## src/hw/etmr_regs.svh

```systemverilog
// Register offsets, field positions, reset values and prescale counts
`ifndef ETMR_REGS_SVH
`define ETMR_REGS_SVH

// Register indices as printed; byte address is four times the index
`define ETMR_IDX_CTRL2     20'hfff90
`define ETMR_IDX_CTRL3     20'hfff91
`define ETMR_IDX_STATUS    20'hfff92
`define ETMR_IDX_MASK      20'hfff93
`define ETMR_ADDR_CTRL2    {10'h000, `ETMR_IDX_CTRL2, 2'b00}
`define ETMR_ADDR_CTRL3    {10'h000, `ETMR_IDX_CTRL3, 2'b00}
`define ETMR_ADDR_STATUS   {10'h000, `ETMR_IDX_STATUS, 2'b00}
`define ETMR_ADDR_MASK     {10'h000, `ETMR_IDX_MASK, 2'b00}

// Control register field positions
`define ETMR_BIT_EN_B      7
`define ETMR_BIT_EN_A      6
`define ETMR_BIT_EN_OVF    5
`define ETMR_POS_CLEAR     3
`define ETMR_POS_SOURCE    0

// Reset values
`define ETMR_RST_CTRL      8'h00
`define ETMR_RST_STATUS    6'h00
`define ETMR_RST_MASK      6'h00

// Count-source codes
`define ETMR_SRC_STOP      3'h0
`define ETMR_SRC_DIV8      3'h1
`define ETMR_SRC_DIV64     3'h2
`define ETMR_SRC_DIV8192   3'h3
`define ETMR_SRC_CASCADE   3'h4
`define ETMR_SRC_EXT_FALL  3'h5
`define ETMR_SRC_EXT_RISE  3'h6
`define ETMR_SRC_EXT_BOTH  3'h7

// Counter-clear codes
`define ETMR_CLR_NONE      2'h0
`define ETMR_CLR_MATCH_A   2'h1
`define ETMR_CLR_MATCH_B   2'h2
`define ETMR_CLR_EXTERNAL  2'h3

// Prescaler tap widths: divide by 8, 64 and 8192
`define ETMR_LOG_DIV8      3
`define ETMR_LOG_DIV64     6
`define ETMR_LOG_DIV8192   13

`endif

```

## src/hw/etmr_pkg.sv

```systemverilog
// Types shared by the 8-bit timer control logic
package etmr_pkg;

    // One channel's control register
    typedef struct packed {
        logic       match_b_irq_enable;
        logic       match_a_irq_enable;
        logic       overflow_irq_enable;
        logic [1:0] clear_select;
        logic [2:0] count_source;
    } etmr_ctrl_t;

    // Counter events reported by the counter datapath
    typedef struct packed {
        logic match_a;
        logic match_b;
        logic overflow;
        logic capture_b;
    } etmr_evt_t;

    // Status flags held by the flag logic
    typedef struct packed {
        logic match_b_flag;
        logic match_a_flag;
        logic overflow_flag;
    } etmr_flag_t;

    // Prescaler rising-edge pulses
    typedef struct packed {
        logic div8192;
        logic div64;
        logic div8;
    } etmr_pre_t;

    // Bus data phase bookkeeping
    typedef enum logic [1:0] {
        ETMR_IDLE,
        ETMR_WRITE,
        ETMR_READ_WAIT,
        ETMR_READ_DONE
    } etmr_phase_t;

endpackage

```

## src/hw/etmr_channel.sv

```systemverilog
// One channel: count-source select, pin filtering and clear select
`timescale 1ns/1ns
`include "etmr_regs.svh"
module etmr_channel
    import etmr_pkg::*;
#(
    parameter int SYNC_STAGES = 3
) (
    // Clock and reset
    input  wire logic       clock,
    input  wire logic       srst,
    // Configuration and timing sources
    input  wire etmr_ctrl_t ctrl,
    input  wire etmr_pre_t  pre,
    input  wire logic       cascade_evt,
    input  wire etmr_evt_t  evt,
    // Pins from outside the clock domain
    input  wire logic       ext_clk_pin,
    input  wire logic       ext_clr_pin,
    // Results to the counter
    output logic            count_tick,
    output logic            count_clear
);

    // The pin filter relies on exactly three stages
    if (SYNC_STAGES != 3) begin : g_bad_sync
        $error("etmr_channel needs SYNC_STAGES of 3");
    end

    logic [2:0] clk_sync_reg;      // External clock pin chain
    logic [2:0] clr_sync_reg;      // External clear pin chain
    logic       clk_level_reg;     // Accepted clock pin level
    logic       clr_level_reg;     // Accepted clear pin level
    logic       clk_agree;         // Stages two and three match
    logic       clr_agree;
    logic       ext_rise;          // Accepted rising edge
    logic       ext_fall;          // Accepted falling edge
    logic       clr_rise;          // External clear request edge
    logic       tick_next;
    logic       clear_next;

    // Stage one feeds only stage two; filter looks at two and three
    assign clk_agree = clk_sync_reg[1] == clk_sync_reg[2];
    assign clr_agree = clr_sync_reg[1] == clr_sync_reg[2];
    assign ext_rise  = clk_agree & clk_sync_reg[2] & ~clk_level_reg;
    assign ext_fall  = clk_agree & ~clk_sync_reg[2] & clk_level_reg;
    assign clr_rise  = clr_agree & clr_sync_reg[2] & ~clr_level_reg;

    // Pin synchronisers and accepted levels
    always_ff @(posedge clock) begin
        if (srst) begin
            clk_sync_reg  <= 3'h0;
            clr_sync_reg  <= 3'h0;
            clk_level_reg <= 1'b0;
            clr_level_reg <= 1'b0;
        end else begin
            clk_sync_reg  <= {clk_sync_reg[1:0], ext_clk_pin};
            clr_sync_reg  <= {clr_sync_reg[1:0], ext_clr_pin};
            clk_level_reg <= clk_agree ? clk_sync_reg[2] : clk_level_reg;
            clr_level_reg <= clr_agree ? clr_sync_reg[2] : clr_level_reg;
        end
    end

    // Count-source select, one tick per selected edge
    always_comb begin
        unique case (ctrl.count_source)
            `ETMR_SRC_STOP:     tick_next = 1'b0;
            `ETMR_SRC_DIV8:     tick_next = pre.div8;
            // divide by 64 or by 8192
            `ETMR_SRC_DIV64:    tick_next = pre.div64;
            `ETMR_SRC_DIV8192:  tick_next = pre.div8192;
            `ETMR_SRC_CASCADE:  tick_next = cascade_evt;
            `ETMR_SRC_EXT_FALL: tick_next = ext_fall;
            `ETMR_SRC_EXT_RISE: tick_next = ext_rise;
            `ETMR_SRC_EXT_BOTH: tick_next = ext_rise | ext_fall;
        endcase
    end

    // Counter clear select
    always_comb begin
        unique case (ctrl.clear_select)
            `ETMR_CLR_NONE:     clear_next = 1'b0;
            `ETMR_CLR_MATCH_A:  clear_next = evt.match_a;
            `ETMR_CLR_MATCH_B:  clear_next = evt.match_b | evt.capture_b;
            `ETMR_CLR_EXTERNAL: clear_next = clr_rise | evt.capture_b;
        endcase
    end

    // Registered outputs to the counter
    always_ff @(posedge clock) begin
        if (srst) begin
            count_tick  <= 1'b0;
            count_clear <= 1'b0;
        end else begin
            count_tick  <= tick_next;
            count_clear <= clear_next;
        end
    end

endmodule

```

## src/hw/etmr_ctrl.sv

```systemverilog
// Control registers, prescaler and interrupt gating for two 8-bit timers
//
// Local design decision: register access over AHB-Lite.
`timescale 1ns/1ns
`include "etmr_regs.svh"
module etmr_ctrl
    import etmr_pkg::*;
#(
    parameter int PRESCALE_W = `ETMR_LOG_DIV8192
) (
    // Clock and reset
    input  wire logic        clock,
    input  wire logic        srst,
    // AHB-Lite slave
    input  wire logic        hsel,
    input  wire logic [31:0] haddr,
    input  wire logic [1:0]  htrans,
    input  wire logic        hwrite,
    input  wire logic [2:0]  hsize,
    input  wire logic [31:0] hwdata,
    input  wire logic        hready,
    output logic             hreadyout,
    output logic             hresp,
    output logic [31:0]      hrdata,
    // Counter events, index 0 is channel 2, index 1 channel 3
    input  wire etmr_evt_t   evt [2],
    input  wire etmr_flag_t  flag [2],
    // External pins
    input  wire logic [1:0]  ext_clk_pin,
    input  wire logic [1:0]  ext_clr_pin,
    // Counter control
    output logic [1:0]       count_tick,
    output logic [1:0]       count_clear,
    // Interrupt requests
    output logic [1:0]       match_a_request,
    output logic [1:0]       match_b_request,
    output logic [1:0]       overflow_request,
    output logic             irq
);

    // Prescaler must cover the widest tap
    if (PRESCALE_W != `ETMR_LOG_DIV8192) begin : g_bad_pre
        $error("etmr_ctrl needs PRESCALE_W of 13");
    end

    etmr_ctrl_t              ctrl_reg [2];   // Per-channel control
    logic [5:0]              status_reg;     // Sticky request bits
    logic [5:0]              mask_reg;       // Interrupt mask
    logic [5:0]              status_next;
    logic [5:0]              req_vec;        // Current request levels
    logic [PRESCALE_W-1:0]   pre_reg;        // Free-running prescaler
    etmr_pre_t               pre;
    etmr_phase_t             phase_reg;
    logic [31:0]             addr_reg;       // Latched address phase
    logic [31:0]             rdata_mux;
    logic                    addr_valid;
    logic                    hit_ctrl2;
    logic                    hit_ctrl3;
    logic                    hit_status;
    logic                    hit_mask;
    logic                    wr_en;

    // Address phase decode, only NONSEQ/SEQ while bus ready
    assign addr_valid = hsel & htrans[1] & hready;
    assign hit_ctrl2  = addr_reg == `ETMR_ADDR_CTRL2;
    assign hit_ctrl3  = addr_reg == `ETMR_ADDR_CTRL3;
    assign hit_status = addr_reg == `ETMR_ADDR_STATUS;
    assign hit_mask   = addr_reg == `ETMR_ADDR_MASK;
    assign wr_en      = phase_reg == ETMR_WRITE;

    // Reads stall one cycle so a write just before is seen
    assign hreadyout = phase_reg != ETMR_READ_WAIT;
    assign hresp     = 1'b0;

    // Read mux; unmapped addresses read zero
    assign rdata_mux =
        hit_ctrl2  ? {24'h000000, ctrl_reg[0]} :
        hit_ctrl3  ? {24'h000000, ctrl_reg[1]} :
        hit_status ? {26'h0000000, status_reg} :
        hit_mask   ? {26'h0000000, mask_reg}   : 32'h00000000;

    // Bus phase tracking; hsize ignored, whole words only
    always_ff @(posedge clock) begin
        if (srst) begin
            phase_reg <= ETMR_IDLE;
            addr_reg  <= 32'h00000000;
        end else if (phase_reg == ETMR_READ_WAIT) begin
            phase_reg <= ETMR_READ_DONE;
        end else if (addr_valid) begin
            phase_reg <= hwrite ? ETMR_WRITE : ETMR_READ_WAIT;
            addr_reg  <= haddr;
        end else begin
            phase_reg <= ETMR_IDLE;
        end
    end

    // Read data captured in the wait cycle
    always_ff @(posedge clock) begin
        if (srst) begin
            hrdata <= 32'h00000000;
        end else if (phase_reg == ETMR_READ_WAIT) begin
            hrdata <= rdata_mux;
        end
    end

    // Control and mask registers written in the data phase
    always_ff @(posedge clock) begin
        if (srst) begin
            ctrl_reg[0] <= `ETMR_RST_CTRL;
            ctrl_reg[1] <= `ETMR_RST_CTRL;
            mask_reg    <= `ETMR_RST_MASK;
        end else if (wr_en) begin
            if (hit_ctrl2) begin
                ctrl_reg[0] <= hwdata[7:0];
            end
            if (hit_ctrl3) begin
                ctrl_reg[1] <= hwdata[7:0];
            end
            if (hit_mask) begin
                mask_reg <= hwdata[5:0];
            end
        end
    end

    // Prescaler pulses once per rising edge of each divided clock
    always_ff @(posedge clock) begin
        if (srst) begin
            pre_reg <= '0;
        end else begin
            pre_reg <= pre_reg + 1'b1;
        end
    end

    assign pre.div8    = &pre_reg[`ETMR_LOG_DIV8-1:0];
    assign pre.div64   = &pre_reg[`ETMR_LOG_DIV64-1:0];
    assign pre.div8192 = &pre_reg[`ETMR_LOG_DIV8192-1:0];

    // Two channel instances; cascade crosses between them
    for (genvar ch = 0; ch < 2; ch++) begin : g_ch
        logic cascade_evt;
        // ch2 takes ch3 overflow, ch3 takes ch2 match A
        assign cascade_evt = (ch == 0) ? evt[1].overflow : evt[0].match_a;

        etmr_channel #(
            .SYNC_STAGES (3)
        ) u_channel (
            .clock       (clock),
            .srst        (srst),
            .ctrl        (ctrl_reg[ch]),
            .pre         (pre),
            .cascade_evt (cascade_evt),
            .evt         (evt[ch]),
            .ext_clk_pin (ext_clk_pin[ch]),
            .ext_clr_pin (ext_clr_pin[ch]),
            .count_tick  (count_tick[ch]),
            .count_clear (count_clear[ch])
        );

        assign match_b_request[ch]  =
            flag[ch].match_b_flag & ctrl_reg[ch].match_b_irq_enable;
        assign match_a_request[ch]  =
            flag[ch].match_a_flag & ctrl_reg[ch].match_a_irq_enable;
        assign overflow_request[ch] =
            flag[ch].overflow_flag & ctrl_reg[ch].overflow_irq_enable;
        assign req_vec[3*ch +: 3]   = {match_b_request[ch],
                                       match_a_request[ch],
                                       overflow_request[ch]};
    end

    // Sticky status: a request in the clearing cycle still sets
    assign status_next = (status_reg & ~((wr_en & hit_status) ?
                         hwdata[5:0] : 6'h00)) | req_vec;

    always_ff @(posedge clock) begin
        if (srst) begin
            status_reg <= `ETMR_RST_STATUS;
        end else begin
            status_reg <= status_next;
        end
    end

    // Level interrupt while any unmasked status bit is set
    assign irq = |(status_reg & mask_reg);

    // Checks
    a_stop_no_tick: assert property (
        @(posedge clock) disable iff (srst)
        ctrl_reg[0].count_source == 3'h0 |=> !count_tick[0])
        else $error("Stopped channel produced a tick");
    a_div8_tick: assert property (
        @(posedge clock) disable iff (srst)
        ctrl_reg[1].count_source == 3'h1 && pre_reg[2:0] == 3'h7
        |=> count_tick[1])
        else $error("Divide by eight tick missing");
    // Source must stay put for both cycles, a rewrite moves the tick
    a_div64_gap: assert property (
        @(posedge clock) disable iff (srst)
        ctrl_reg[0].count_source == 3'h2 && pre_reg[5:0] == 6'h3e
        ##1 ctrl_reg[0].count_source == 3'h2
        |-> !count_tick[0] ##1 count_tick[0])
        else $error("Divide by 64 tick misplaced");
    a_div8192_tick: assert property (
        @(posedge clock) disable iff (srst)
        ctrl_reg[0].count_source == 3'h3 && pre_reg[12:0] != 13'h1fff
        |=> !count_tick[0])
        else $error("Divide by 8192 tick too early");
    a_cascade_tick: assert property (
        @(posedge clock) disable iff (srst)
        ctrl_reg[0].count_source == 3'h4 && evt[1].overflow
        |=> count_tick[0])
        else $error("Cascade overflow not counted");
    a_clear_match: assert property (
        @(posedge clock) disable iff (srst)
        ctrl_reg[1].clear_select == 2'h1 && evt[1].match_a
        |=> count_clear[1])
        else $error("Match A clear missing");
    a_never_clear: assert property (
        @(posedge clock) disable iff (srst)
        ctrl_reg[0].clear_select == 2'h0 |=> !count_clear[0])
        else $error("Clear while clearing disabled");
    a_request_sticky: assert property (
        @(posedge clock) disable iff (srst)
        match_a_request[0] |=> status_reg[1])
        else $error("Match A request not held");
    a_masked_request: assert property (
        @(posedge clock) disable iff (srst)
        !ctrl_reg[1].overflow_irq_enable ##1
        !ctrl_reg[1].overflow_irq_enable |-> !overflow_request[1])
        else $error("Disabled overflow request raised");
    a_read_stall: assert property (@(posedge clock) disable iff (srst)
        addr_valid && !hwrite && hreadyout
        |=> !hreadyout ##1 hreadyout)
        else $error("Read wait state wrong");

    c_ext_both: cover property (@(posedge clock) disable iff (srst)
        ctrl_reg[1].count_source == 3'h7 ##1 count_tick[1]);
    c_irq_raised: cover property (@(posedge clock) disable iff (srst)
        $rose(irq));
    c_ext_clear: cover property (@(posedge clock) disable iff (srst)
        ctrl_reg[0].clear_select == 2'h3 ##1 count_clear[0]);

endmodule

```

## config.mk

```make
export PLATFORM = sky130hd
export DESIGN_NAME = etmr_ctrl
export DESIGN_NICKNAME = d
export VERILOG_FILES = /design/src/hw/etmr_pkg.sv /design/src/hw/etmr_channel.sv /design/src/hw/etmr_ctrl.sv
export VERILOG_INCLUDE_DIRS = /design/src /design/src/hw
export SDC_FILE = /design/constraint.sdc
export NUM_CORES = 1
export LEC_CHECK = 0
export BUFFER_PORTS_ARGS = -buffer_cell sky130_fd_sc_hd__buf_2
export CAP_MARGIN = 20
export CELL_PAD_IN_SITES_DETAIL_PLACEMENT = 1
export CELL_PAD_IN_SITES_GLOBAL_PLACEMENT = 2
export CORE_ASPECT_RATIO = 2
export CORE_MARGIN = 10
export CORE_UTILIZATION = 30
export DETAILED_ROUTE_END_ITERATION = 12
export PLACE_DENSITY_LB_ADDON = 0.1
export SLEW_MARGIN = 25
export SYNTH_ARGS = -nofsm -noshare
export SYNTH_HDL_FRONTEND = slang
export SYNTH_SLANG_ARGS = --single-unit
```

## constraint.sdc

```tcl
create_clock -name clock -period 2.2 [get_ports clock]
set_clock_uncertainty 0.2 [all_clocks]
set_input_delay 0.66 -clock clock [delete_from_list [all_inputs] [get_ports clock]]
set_output_delay 0.66 -clock clock [all_outputs]
set_load 0.01 [all_outputs]
```

==> flow_summary.json <==
{
  "status": "finished, final reports clean",
  "cts_buffers": 9,
  "fin_crit_ns": 2.08,
  "fin_setup_tns_ns": 0,
  "drc": 0,
  "synth_seq_cells": 103,
  "netlist_area_um2": 4490,
  "ys_types": 39,
  "ys_warn_count": 0,
  "synth_top_area_share_pct": 38.8,
  "setup_ws_ns": 0.124,
  "drt-met1-wl_um": 4510,
  "grt_max_degree": 45,
  "hp-class": "reg -> reg",
  "start_kind": "register",
  "drt-initial-drc-count": 52,
  "p_leak_uw": 0.00222,
  "tightest_slew_ns": 0.628,
  "cp_slowest_cell": "or4_4",
  "crit_family": "simple AND/OR/NAND/NOR gates",
  "cts.sinks": 103,
  "drtAntennaViolNets": 0,
  "path_class": "reg -> reg",
  "cp_num_buf_inv": 1,
  "num_rows": 63,
  "dieHeight_um": 193,
  "cts_buffer_depth": 2,
  "layout_commonest_cell": "nand2_1",
  "drv_slew": 0,
  "die_x_um": 106,
  "instances_no_fill": 772,
  "crit_fanout": 4,
  "path_cells": "nand4b_4 -> or4_4 -> nor3_2 -> a31o_2 -> buf_4",
  "cts_tree": "done",
  "synth_area_per_cell_um2": 9.25,
  "dp_hpwl_um": 10200,
  "die-area_um2": 20500,
  "seq_area_frac_synth_pct": 49.5,
  "max_stage_delay_ns": 0.58,
  "synth_area_leaders": "dfxtp_1 39%, edfxtp_1 11%, nand2_1 7.4%",
  "post-place-ws_ns": -0.0434,
  "antenna_found_initial": 1,
  "end_kind": "register",
  "gp_congestion": 0.761,
  "vdd_drop_max_mv": 0.331,
  "grt-ovfl-total": 0,
  "area_growth_pct": 22.1,
  "portBuffers": 82,
  "placedCellCount": 751,
  "largest_reg_flops": 32,
  "clock_latency_ns": 0.35,
  "num_io_pins": 137,
  "first_pass_iters": 4,
  "wl_met3_um": 545,
  "yosys.area.top_type": "dfxtp_1",
  "drive_gt1_share_pct": 24.1,
  "vias_per_cell": 4.69,
  "grt_pass1_vias": 4059,
  "fmax_mhz": 482,
  "htreeDepth": 3,
  "crit_required_ns": 2.07,
  "grt_pass1_wl_um": 20700,
  "rsz0062_at_grt": "no",
  "maxCapViolCount": 0,
  "grtUsageTotal_pct": 12.9,
  "layout.nets": 671,
  "finalHoldViolCount": 0,
  "wire_per_inst_um": 16.8,
  "syn_inst": 485,
  "top_layer": "met4",
  "initial_core_util_pct": 30.4,
  "relSlewSlack_pct": 58.1,
  "clock-root-buffer": "clkbuf_16",
  "coreArea_um2": 14700,
  "drt_wl_total_um": 13000,
  "setup_violations": 0,
  "p_per_area_nw_per_um2": 713,
  "period_share_pct": 94.4,
  "route.vias.total": 3619,
  "whs_ns": 0.244,
  "final_cell_mix": "88 x nand2_1, 86 x dfxtp_1, 82 x buf_2",
  "wl_met2_um": 7720,
  "clk_pin_slew_ns": 0.07,
  "cp.arrival_ns": 1.94
}
[cell usage after synthesis]
library cell and number:
nand2_1 88, dfxtp_1 87, a21oi_1 47, buf_4 29, nor2_1 28, clkbuf_1 22, edfxtp_1 16, inv_1 16
nor2b_1 16, nand2b_1 14, nand4_1 14, mux2i_1 12, nand3_1 10, and3_1 9, ha_1 8, a311oi_1 6
mux4_2 6, nand3b_1 6, nor3_1 6, o21ai_0 6, xor2_1 5, a22oi_1 3, and4_1 3, nor4_1 3
or3_1 3, xnor2_1 3, a31o_2 2, a31oi_1 2, a41o_1 2, buf_1 2, nor4_2 2, o31a_1 2
and2_1 1, conb_1 1, nand4b_4 1, nor3b_1 1, nor4_4 1, nor4bb_1 1, or4_4 1
[power breakdown]
group | switching, uW | internal, uW
registers | 48.1 | 1970
clock network | 777 | 795
logic | 174 | 143
total | 999 | 2910
[worst reg2reg max path, stage by stage, from the launching register on]
cell and delay, ns:
dfxtp_1 0.38, nand4b_4 0.12, or4_4 0.58, nor3_2 0.16, a31o_2 0.19, buf_4 0.15
[through the flow]
step | utilization (%) | total power [uW] | instance area, um^2
2_1_floorplan | - | 2260 | 4580
3_3_place_gp | 34.6 | 2370 | 5100
3_5_place_dp | 34.6 | 2370 | 5100
4_1_cts | 36.9 | 3970 | 5440
5_1_grt | 37.2 | 4080 | 5480
6_report | 37.2 | 3910 | 5480
[cell families after synthesis]
group           share of synthesized area (%)
compound gates                           9.09
flops                                    49.5
simple gates                             23.6
other cells                            0.0836
xor+xnor                                 1.56
mux                                      5.69
fa+ha+maj                                2.23
buf+inv                                  8.20
[final timing paths]
kind	endpoint	depth (start not counted)	start	slack [ns]
max	ctrl_reg[0][13]	5	addr_reg[9]	0.12
min	pre_reg[0]	1	pre_reg[0]	0.24
max reg2reg	ctrl_reg[0][13]	5	addr_reg[9]	0.12
min reg2reg	pre_reg[0]	1	pre_reg[0]	0.24
[layout make-up]
type	instances	area (um^2)
Fill cell	1769	9260
Antenna cell	1	2.50
Multi-Input combinational cell	337	2040
Clock inverter	7	62.6
Clock buffer	9	225
Inverter	16	60.1
Tap cell	195	244
Timing Repair Buffer	104	621
Sequential cell	103	2220
[what timing repair did]
action | CTS | global route
resized for setup | 3 | 7
buffers inserted | 4 | 0
endpoints found under the setup margin | 27 | 19
pin swaps | 2 | 2
hold buffers | 0 | 0
[routing by layer]
layer | GRT usage [%] | vias to the layer above
met5 | 0 | -
met4 | 4.92 | 0
met1 | 12.1 | 1751
met3 | 2.86 | 15
li1 | - | 1788
met2 | 26.0 | 65
(Power assumes the default switching activity.)
